==> src/hdl/cidfs_pkg.sv <==
// Holds the shared constants and types of the caller-ID function selector.
// Assumes both ends run on one 25 MHz clock with an active-low async reset.
// What this block does
// Select 11: demodulate line input, word-ready strobe.
// Select 10: hybrid tone detect, steering strobe.
// Select 01: line tone detect, steering strobe.
// Interface 1, selects 00: full power down.
// Interface select picks data interface mode.
// Host may tie high select, toggle low.
// Tied interface select high for power down.
// Mode 0 with power down: drive all three.
// Host never drives all three selects low.
// Ready strobe idles high, low half bit.
// Steering strobe low on qualified tone.
package cidfs_pkg;
    typedef enum logic [2:0] {
        CIDFS_FN_DEMOD,
        CIDFS_FN_HYB_TONE,
        CIDFS_FN_LINE_TONE,
        CIDFS_FN_PWRDN,
        CIDFS_FN_TEST
    } cidfs_func_t;

    localparam int unsigned CLK_HZ         = 25_000_000;
    localparam int unsigned BAUD           = 1200;
    localparam int unsigned HALF_BIT_CYC   = CLK_HZ / (2 * BAUD);
    localparam logic [14:0] HALF_BIT_LAST  = 15'(HALF_BIT_CYC - 1);
    localparam logic        SEL_RESET_HIGH = 1'b1;
    localparam logic        SEL_RESET_LOW  = 1'b0;
    localparam logic        SEL_RESET_IF   = 1'b1;
    localparam cidfs_func_t FUNC_RESET     = CIDFS_FN_PWRDN;
    localparam logic        IF_MODE_RESET  = 1'b1;
    localparam logic        STROBE_IDLE    = 1'b1;
    localparam logic [14:0] HALF_CNT_RESET = 15'h0000;
    localparam logic        DEMOD_RESET    = 1'b0;
    localparam logic        TONE_RESET     = 1'b0;
    localparam logic        LINE_AMP_RESET = 1'b0;
    localparam logic        HYB_AMP_RESET  = 1'b0;
    localparam logic        PWRDN_RESET    = 1'b1;
endpackage

==> src/hdl/cidfs_sel_if.sv <==
// Carries the three select lines from the host to the receiver.
// Assumes both ends share the system clock.
interface cidfs_sel_if;
    logic interface_select;
    logic high_function_select;
    logic low_function_select;

    modport device (input interface_select, high_function_select, low_function_select);
    modport host   (output interface_select, high_function_select, low_function_select);
endinterface

==> src/hdl/cidfs_device.sv <==
// Decodes the select lines and drives the shared ready or steering output.
// Assumes the selects, word-end and tone-qualified inputs are synchronous.

// Holds one decoded enable level in a flop with a chosen value after reset.
module cidfs_level_flop #(
    parameter logic RESET_VALUE = 1'b0
) (
    input  wire logic i_clk_sys,
    input  wire logic i_rst_n,
    input  wire logic i_d,
    output logic      o_q
);
    import cidfs_pkg::*;

    logic level_q;

    always_ff @(posedge i_clk_sys or negedge i_rst_n) begin
        if (!i_rst_n) begin
            level_q <= RESET_VALUE;
        end else begin
            level_q <= i_d;
        end
    end

    assign o_q = level_q;
endmodule

module cidfs_device
    import cidfs_pkg::*;
(
    input  wire logic              i_clk_sys,
    input  wire logic              i_rst_n,
    cidfs_sel_if.device            sel,
    input  wire logic              i_word_end,
    input  wire logic              i_tone_qualified,
    output cidfs_pkg::cidfs_func_t o_function,
    output logic                   o_if_mode,
    output logic                   o_line_amp_sel,
    output logic                   o_handset_amp_sel,
    output logic                   o_demod_en,
    output logic                   o_tone_en,
    output logic                   o_power_down,
    output logic                   o_ready_or_steer_out_n
);
    import cidfs_pkg::*;

    cidfs_func_t func_d;
    cidfs_func_t func_q;
    logic        if_mode_q;
    logic        demod_en_d;
    logic        tone_en_d;
    logic        line_amp_sel_d;
    logic        handset_amp_sel_d;
    logic        power_down_d;
    logic        word_ready_strobe_n_q;
    logic [14:0] half_cnt_q;
    logic        half_bit_done;
    logic        qualified_tone_strobe_n_q;

    // Decodes the two function selects; both low also needs the interface select.
    always_comb begin
        unique case ({sel.high_function_select, sel.low_function_select})
            2'b11: func_d = CIDFS_FN_DEMOD;
            2'b10: func_d = CIDFS_FN_HYB_TONE;
            2'b01: func_d = CIDFS_FN_LINE_TONE;
            2'b00: func_d = sel.interface_select ? CIDFS_FN_PWRDN : CIDFS_FN_TEST;
        endcase
    end

    // Decodes the enables from the next function so they switch together with it.
    always_comb begin
        demod_en_d        = 1'b0;
        tone_en_d         = 1'b0;
        line_amp_sel_d    = 1'b0;
        handset_amp_sel_d = 1'b0;
        power_down_d      = 1'b0;
        unique case (func_d)
            CIDFS_FN_DEMOD: begin
                demod_en_d     = 1'b1;
                line_amp_sel_d = 1'b1;
            end
            CIDFS_FN_HYB_TONE: begin
                tone_en_d         = 1'b1;
                handset_amp_sel_d = 1'b1;
            end
            CIDFS_FN_LINE_TONE: begin
                tone_en_d      = 1'b1;
                line_amp_sel_d = 1'b1;
            end
            CIDFS_FN_PWRDN: begin
                power_down_d = 1'b1;
            end
            CIDFS_FN_TEST: begin
                power_down_d = 1'b0;
            end
        endcase
    end

    // Holds the decoded function.
    always_ff @(posedge i_clk_sys or negedge i_rst_n) begin
        if (!i_rst_n) begin
            func_q <= FUNC_RESET;
        end else begin
            func_q <= func_d;
        end
    end

    // Holds the data interface mode.
    always_ff @(posedge i_clk_sys or negedge i_rst_n) begin
        if (!i_rst_n) begin
            if_mode_q <= IF_MODE_RESET;
        end else begin
            if_mode_q <= sel.interface_select;
        end
    end

    // Registers each enable level.
    cidfs_level_flop #(
        .RESET_VALUE(DEMOD_RESET)
    ) demod_flop_inst (
        .i_clk_sys(i_clk_sys),
        .i_rst_n  (i_rst_n),
        .i_d      (demod_en_d),
        .o_q      (o_demod_en)
    );

    cidfs_level_flop #(
        .RESET_VALUE(TONE_RESET)
    ) tone_flop_inst (
        .i_clk_sys(i_clk_sys),
        .i_rst_n  (i_rst_n),
        .i_d      (tone_en_d),
        .o_q      (o_tone_en)
    );

    cidfs_level_flop #(
        .RESET_VALUE(LINE_AMP_RESET)
    ) line_amp_flop_inst (
        .i_clk_sys(i_clk_sys),
        .i_rst_n  (i_rst_n),
        .i_d      (line_amp_sel_d),
        .o_q      (o_line_amp_sel)
    );

    cidfs_level_flop #(
        .RESET_VALUE(HYB_AMP_RESET)
    ) handset_amp_flop_inst (
        .i_clk_sys(i_clk_sys),
        .i_rst_n  (i_rst_n),
        .i_d      (handset_amp_sel_d),
        .o_q      (o_handset_amp_sel)
    );

    cidfs_level_flop #(
        .RESET_VALUE(PWRDN_RESET)
    ) power_down_flop_inst (
        .i_clk_sys(i_clk_sys),
        .i_rst_n  (i_rst_n),
        .i_d      (power_down_d),
        .o_q      (o_power_down)
    );

    assign half_bit_done = (half_cnt_q == HALF_BIT_LAST);

    // Counts the half bit while the ready strobe is low; each word end restarts it.
    always_ff @(posedge i_clk_sys or negedge i_rst_n) begin
        if (!i_rst_n) begin
            half_cnt_q <= HALF_CNT_RESET;
        end else if (!o_demod_en || i_word_end || word_ready_strobe_n_q) begin
            half_cnt_q <= HALF_CNT_RESET;
        end else if (!half_bit_done) begin
            half_cnt_q <= half_cnt_q + 15'h0001;
        end
    end

    // Ready strobe idles high and is held low for half a bit after each word end.
    always_ff @(posedge i_clk_sys or negedge i_rst_n) begin
        if (!i_rst_n) begin
            word_ready_strobe_n_q <= STROBE_IDLE;
        end else if (!o_demod_en) begin
            word_ready_strobe_n_q <= STROBE_IDLE;
        end else if (i_word_end) begin
            word_ready_strobe_n_q <= 1'b0;
        end else if (!word_ready_strobe_n_q && half_bit_done) begin
            word_ready_strobe_n_q <= STROBE_IDLE;
        end
    end

    // Steering strobe follows the qualified tone in either tone mode.
    always_ff @(posedge i_clk_sys or negedge i_rst_n) begin
        if (!i_rst_n) begin
            qualified_tone_strobe_n_q <= STROBE_IDLE;
        end else begin
            qualified_tone_strobe_n_q <= !(o_tone_en && i_tone_qualified);
        end
    end

    assign o_function = func_q;
    assign o_if_mode  = if_mode_q;

    // Routes the strobe that belongs to the current function onto the shared pin.
    always_comb begin
        if (o_demod_en) begin
            o_ready_or_steer_out_n = word_ready_strobe_n_q;
        end else if (o_tone_en) begin
            o_ready_or_steer_out_n = qualified_tone_strobe_n_q;
        end else begin
            o_ready_or_steer_out_n = STROBE_IDLE;
        end
    end
endmodule

==> src/flat_wrapper.sv <==
// flat-port wrapper written by rule: the top's interface ports become plain ports
module cidfs_device_flat import cidfs_pkg::*;
  (i_clk_sys, i_rst_n, i_word_end, i_tone_qualified, o_function, o_if_mode, o_line_amp_sel, o_handset_amp_sel, o_demod_en, o_tone_en, o_power_down, o_ready_or_steer_out_n, sel_interface_select, sel_high_function_select, sel_low_function_select);
  cidfs_sel_if sel_i ();
  input  wire logic i_clk_sys;
  input  wire logic i_rst_n;
  input  wire logic i_word_end;
  input  wire logic i_tone_qualified;
  output cidfs_pkg::cidfs_func_t o_function;
  output logic o_if_mode;
  output logic o_line_amp_sel;
  output logic o_handset_amp_sel;
  output logic o_demod_en;
  output logic o_tone_en;
  output logic o_power_down;
  output logic o_ready_or_steer_out_n;
  input wire logic [$bits(sel_i.interface_select)-1:0] sel_interface_select;
  input wire logic [$bits(sel_i.high_function_select)-1:0] sel_high_function_select;
  input wire logic [$bits(sel_i.low_function_select)-1:0] sel_low_function_select;
  assign sel_i.interface_select = sel_interface_select;
  assign sel_i.high_function_select = sel_high_function_select;
  assign sel_i.low_function_select = sel_low_function_select;
  cidfs_device u_core (.i_clk_sys(i_clk_sys), .i_rst_n(i_rst_n), .sel(sel_i), .i_word_end(i_word_end), .i_tone_qualified(i_tone_qualified), .o_function(o_function), .o_if_mode(o_if_mode), .o_line_amp_sel(o_line_amp_sel), .o_handset_amp_sel(o_handset_amp_sel), .o_demod_en(o_demod_en), .o_tone_en(o_tone_en), .o_power_down(o_power_down), .o_ready_or_steer_out_n(o_ready_or_steer_out_n));
endmodule
==> config.mk <==
export PLATFORM = sky130hd
export DESIGN_NAME = cidfs_device_flat
export DESIGN_NICKNAME = d
export VERILOG_FILES = /design/src/hdl/cidfs_pkg.sv /design/src/hdl/cidfs_sel_if.sv /design/src/hdl/cidfs_device.sv /design/src/flat_wrapper.sv
export SDC_FILE = /design/constraint.sdc
export NUM_CORES = 1
export LEC_CHECK = 0
export BUFFER_PORTS_ARGS = -buffer_cell sky130_fd_sc_hd__buf_4
export CORE_MARGIN = 5
export CORE_UTILIZATION = 38
export CTS_CLUSTER_DIAMETER = 80
export DETAILED_ROUTE_END_ITERATION = 10
export GPL_TIMING_DRIVEN = 0
export REMOVE_ABC_BUFFERS = 1
export SYNTH_ARGS = -nofsm -noshare
export SYNTH_HDL_FRONTEND = slang
export SYNTH_SLANG_ARGS = --single-unit
==> constraint.sdc <==
create_clock -name i_clk_sys -period 2 [get_ports i_clk_sys]
set_input_delay 0.1 -clock i_clk_sys [delete_from_list [all_inputs] [get_ports i_clk_sys]]
set_output_delay 0.1 -clock i_clk_sys [all_outputs]
set_load 0.005 [all_outputs]
==> impl_metrics.sql <==
INSERT INTO impl_metrics (metric_group, metric, value, unit) VALUES
('outcome', 'run_status', 'complete, no violations', ''),
('final_layout', 'layout-drive-gt1-share', '0.266', ''),
('detailed_routing', 'ant_nets', '0', ''),
('floorplan', 'chipHeight', '66.9', 'µm'),
('power', 'total_leakage_power', '0.657', 'nW'),
('sta', 'finalCritPeriodShare', '0.906', ''),
('grt', 'grt_start_max_net_pins', '27', ''),
('sta', 'rsz0062_at_grt', 'false', ''),
('detailed_routing', 'detail_route.wirelength', '2.26', 'mm'),
('power', 'net-switching-power', '0.000195', 'W'),
('floorplan', 'dieArea', '4480', 'µm²'),
('yosys', 'synth-main-ff-cell', 'sky130_fd_sc_hd__dfrtp_1', ''),
('power', 'power_frac_comb', '0.071', ''),
('detailed_routing', 'drc', '0', ''),
('yosys', 'synth_area', '1230', 'µm²'),
('clocking', 'cts_made_buffers', '3', ''),
('clocking', 'cts_max_level', '1', ''),
('setup_path', 'worst-r2r-cell-count', '5', ''),
('yosys', 'synth_area_leader_cell', 'sky130_fd_sc_hd__dfrtp_1', ''),
('power', 'power.density', '646', 'nW/µm²'),
('yosys', 'synth_mux_area_frac', '0.0244', ''),
('yosys', 'ys_top_cells_by_area', 'sky130_fd_sc_hd__dfrtp_1, sky130_fd_sc_hd__dfstp_2, sky130_fd_sc_hd__ha_1, sky130_fd_sc_hd__nor2_1, sky130_fd_sc_hd__xnor2_1', ''),
('grt', 'global_route.usage.total', '0.122', ''),
('grt', 'vias_in_the_first_global_route', '999', ''),
('yosys', 'netlist-cell-type-count', '31', ''),
('setup_path', 'worst-endpoint-required', '2.21', 'ns'),
('clocking', 'cts_tree', 'done', ''),
('setup_path', 'timing_worst_setup_path_type', 'register to register', ''),
('clocking', 'cts_root_buffer', 'sky130_fd_sc_hd__clkbuf_4', ''),
('yosys', 'synthArstFlopShare', '1.00', ''),
('final_layout', 'finish.cell_count_without_fillers', '183', ''),
('floorplan', 'row_count', '20', ''),
('detailed_routing', 'num_vias', '910', ''),
('placement', 'place.gp.congestion', '0.734', ''),
('power', 'intPower', '0.000786', 'W'),
('floorplan', 'initial_util', '0.400', ''),
('yosys', 'synth_cells', '114', ''),
('grt', 'grt_antenna_before_repair', '0', ''),
('min_path', 'hold_path.class', 'primary input to async pin', ''),
('sta', 'finalSetupViolations', '0', ''),
('power', 'switching_share', '0.199', ''),
('clocking', 'cts.sink_count', '26', ''),
('yosys', 'netlist.area_leader.share', '0.407', ''),
('clocking', 'clock_pin_transition_on_the_worst_setup_and_hold_timing_paths', '0.14', 'ns'),
('sta', 'timing.hold.ws', '0.206', 'ns'),
('detailed_routing', 'routed_wire_length_per_instance', '12.3', 'µm'),
('setup_path', 'crit_fanout', '8', ''),
('yosys', 'synth-xor-area-share', '0.0569', ''),
('detailed_routing', 'avgViaCountPerCell', '4.97', ''),
('flow_run', 'max-cap-violations', '0', ''),
('yosys', 'main_combinational_cell_family_by_area_after_synthesis', 'simple AND/OR/NAND/NOR gates', ''),
('final_layout', 'synthToLayoutAreaGrowth', '23.4', '%'),
('final_layout', 'antennaDiodeCount', '0', ''),
('sta', 'setup_tns', '0', 'ns'),
('sta', 'finClkSkew', '0.00659', 'ns'),
('clocking', 'clock_network_latency_to_the_later_pin_of_the_worst_skew_pair', '0.32', 'ns'),
('setup_path', 'critPathCaptureType', 'register', ''),
('setup_path', 'worst_setup_path_start_kind', 'register', ''),
('detailed_routing', 'drt_pass1_iterations', '4', ''),
('yosys', 'synth_compound_gate_area_share', '0.0650', ''),
('yosys', 'synth_seq_area_share', '0.535', ''),
('final_layout', 'layout_common_cells', 'sky130_fd_sc_hd__dfrtp_1, sky130_fd_sc_hd__buf_4, sky130_fd_sc_hd__nor2_1', ''),
('clocking', 'ctsLongestPathBuffers', '2', ''),
('sta', 'maxSlewHeadroom', '0.658', ''),
('yosys', 'synth_simple_gate_area_share', '0.237', ''),
('placement', 'place.detailed.hpwl', '1.61', 'mm'),
('yosys', 'synth-warning-count', '0', ''),
('placement', 'placed_cells_incl_taps', '172', ''),
('sta', 'drv_slew', '0', ''),
('final_layout', 'layout.cells.most_common', 'sky130_fd_sc_hd__dfrtp_1', ''),
('sta', 'finalWorstPathRequiredPeriod', '1.81', 'ns');
-- per-layer routing --
metal / global-route usage / share of wire
met1: 0.147 / 0.44
met2: 0.202 / 0.48
met3: 0.0354 / 0.062
met4: 0.0506 / 0.017
met5: 0 / 0
-- synth_stat cells, types with 4 or more instances --
cell and count:
sky130_fd_sc_hd__a21oi_1 7, sky130_fd_sc_hd__nor2_1 12, sky130_fd_sc_hd__o21ai_0 4, sky130_fd_sc_hd__xnor2_1 5
sky130_fd_sc_hd__nand3_1 8, sky130_fd_sc_hd__ha_1 6, sky130_fd_sc_hd__or3_2 4, sky130_fd_sc_hd__dfrtp_1 20
sky130_fd_sc_hd__dfstp_2 6, sky130_fd_sc_hd__inv_1 5, sky130_fd_sc_hd__nand2_1 6
-- stage by stage --
| step | setup slack, ns | cell area (µm²) | util |
|---|---|---|---|
| global placement | 0.115 | 1400 | 0.454 |
| detailed placement | 0.125 | 1400 | 0.454 |
| CTS | 0.0963 | 1510 | 0.491 |
| finish | 0.187 | 1520 | 0.493 |
| floorplan | 0.252 | 1220 | - |
| global route | 0.0858 | 1520 | 0.493 |
-- area by class of cell --
type	instances	area, µm²
Fill cell	283	1560
Clock buffer	3	22.5
Inverter	5	18.8
Clock inverter	1	30.0
Multi-Input combinational cell	81	547
Tap cell	44	55.1
Sequential cell	26	658
Timing Repair Buffer	23	188
-- path summary, 6_finish.rpt --
| path | start | end |
|---|---|---|
| max | u_core.half_cnt_q[9] | u_core.half_cnt_q[1] |
| min | i_rst_n | u_core.half_cnt_q[5] |
| max reg2reg | u_core.half_cnt_q[9] | u_core.half_cnt_q[1] |
| min reg2reg | u_core.tone_flop_inst.o_q | u_core.qualified_tone_strobe_n_q |
| max in group asynchronous | i_rst_n | u_core.o_if_mode |
| min in group i_clk_sys | i_tone_qualified | u_core.qualified_tone_strobe_n_q |
-- logic make-up after synthesis --
group,Yosys count
xor gates and xnor gates,8
buffers and inverters,7
AOI/OAI and AO/OA,15
and+or+nand+nor,49
muxes,3
adders and majority gates,6
DFF,26
-- power by group through the flow --
stage	Clock, W	Combinational [W]	Sequential, W
CTS	0.000375	0.0000720	0.000552
floorplan	0	0.0000151	0.000562
global placement	0	0.0000616	0.000561
detailed placement	0	0.0000625	0.000561
global route	0.000394	0.0000788	0.000555
finish	0.000360	0.0000695	0.000552
-- critical path: stages, from the launching register on --
cell and delay [ns]:
sky130_fd_sc_hd__dfrtp_1 0.46, sky130_fd_sc_hd__or4b_4 0.57, sky130_fd_sc_hd__nor4_4 0.25, sky130_fd_sc_hd__buf_4 0.19, sky130_fd_sc_hd__mux2i_1 0.18, sky130_fd_sc_hd__nor2_1 0.05
-- state kept, by name (all words and copies together) (netlist names) --
| signal | flops |
|---|---|
| u_core.half_cnt_q | 15 |
| u_core.qualified_tone_strobe_n_q | 1 |
| u_core.o_function | 3 |
| u_core.o_if_mode | 1 |
| u_core.power_down_flop_inst.o_q | 1 |
| u_core.handset_amp_flop_inst.o_q | 1 |
| u_core.demod_flop_inst.o_q | 1 |
| u_core.line_amp_flop_inst.o_q | 1 |
| u_core.tone_flop_inst.o_q | 1 |
| u_core.word_ready_strobe_n_q | 1 |
-- timing repair --
item                                    4_1_cts  5_1_grt
endpoints found under the setup margin        0        4
hold buffers                                  6        0
hold endpoints to repair                     33        0
setup buffers                                 0        1
resized for setup                             0        0
Power figures use the tool's default switching activity.
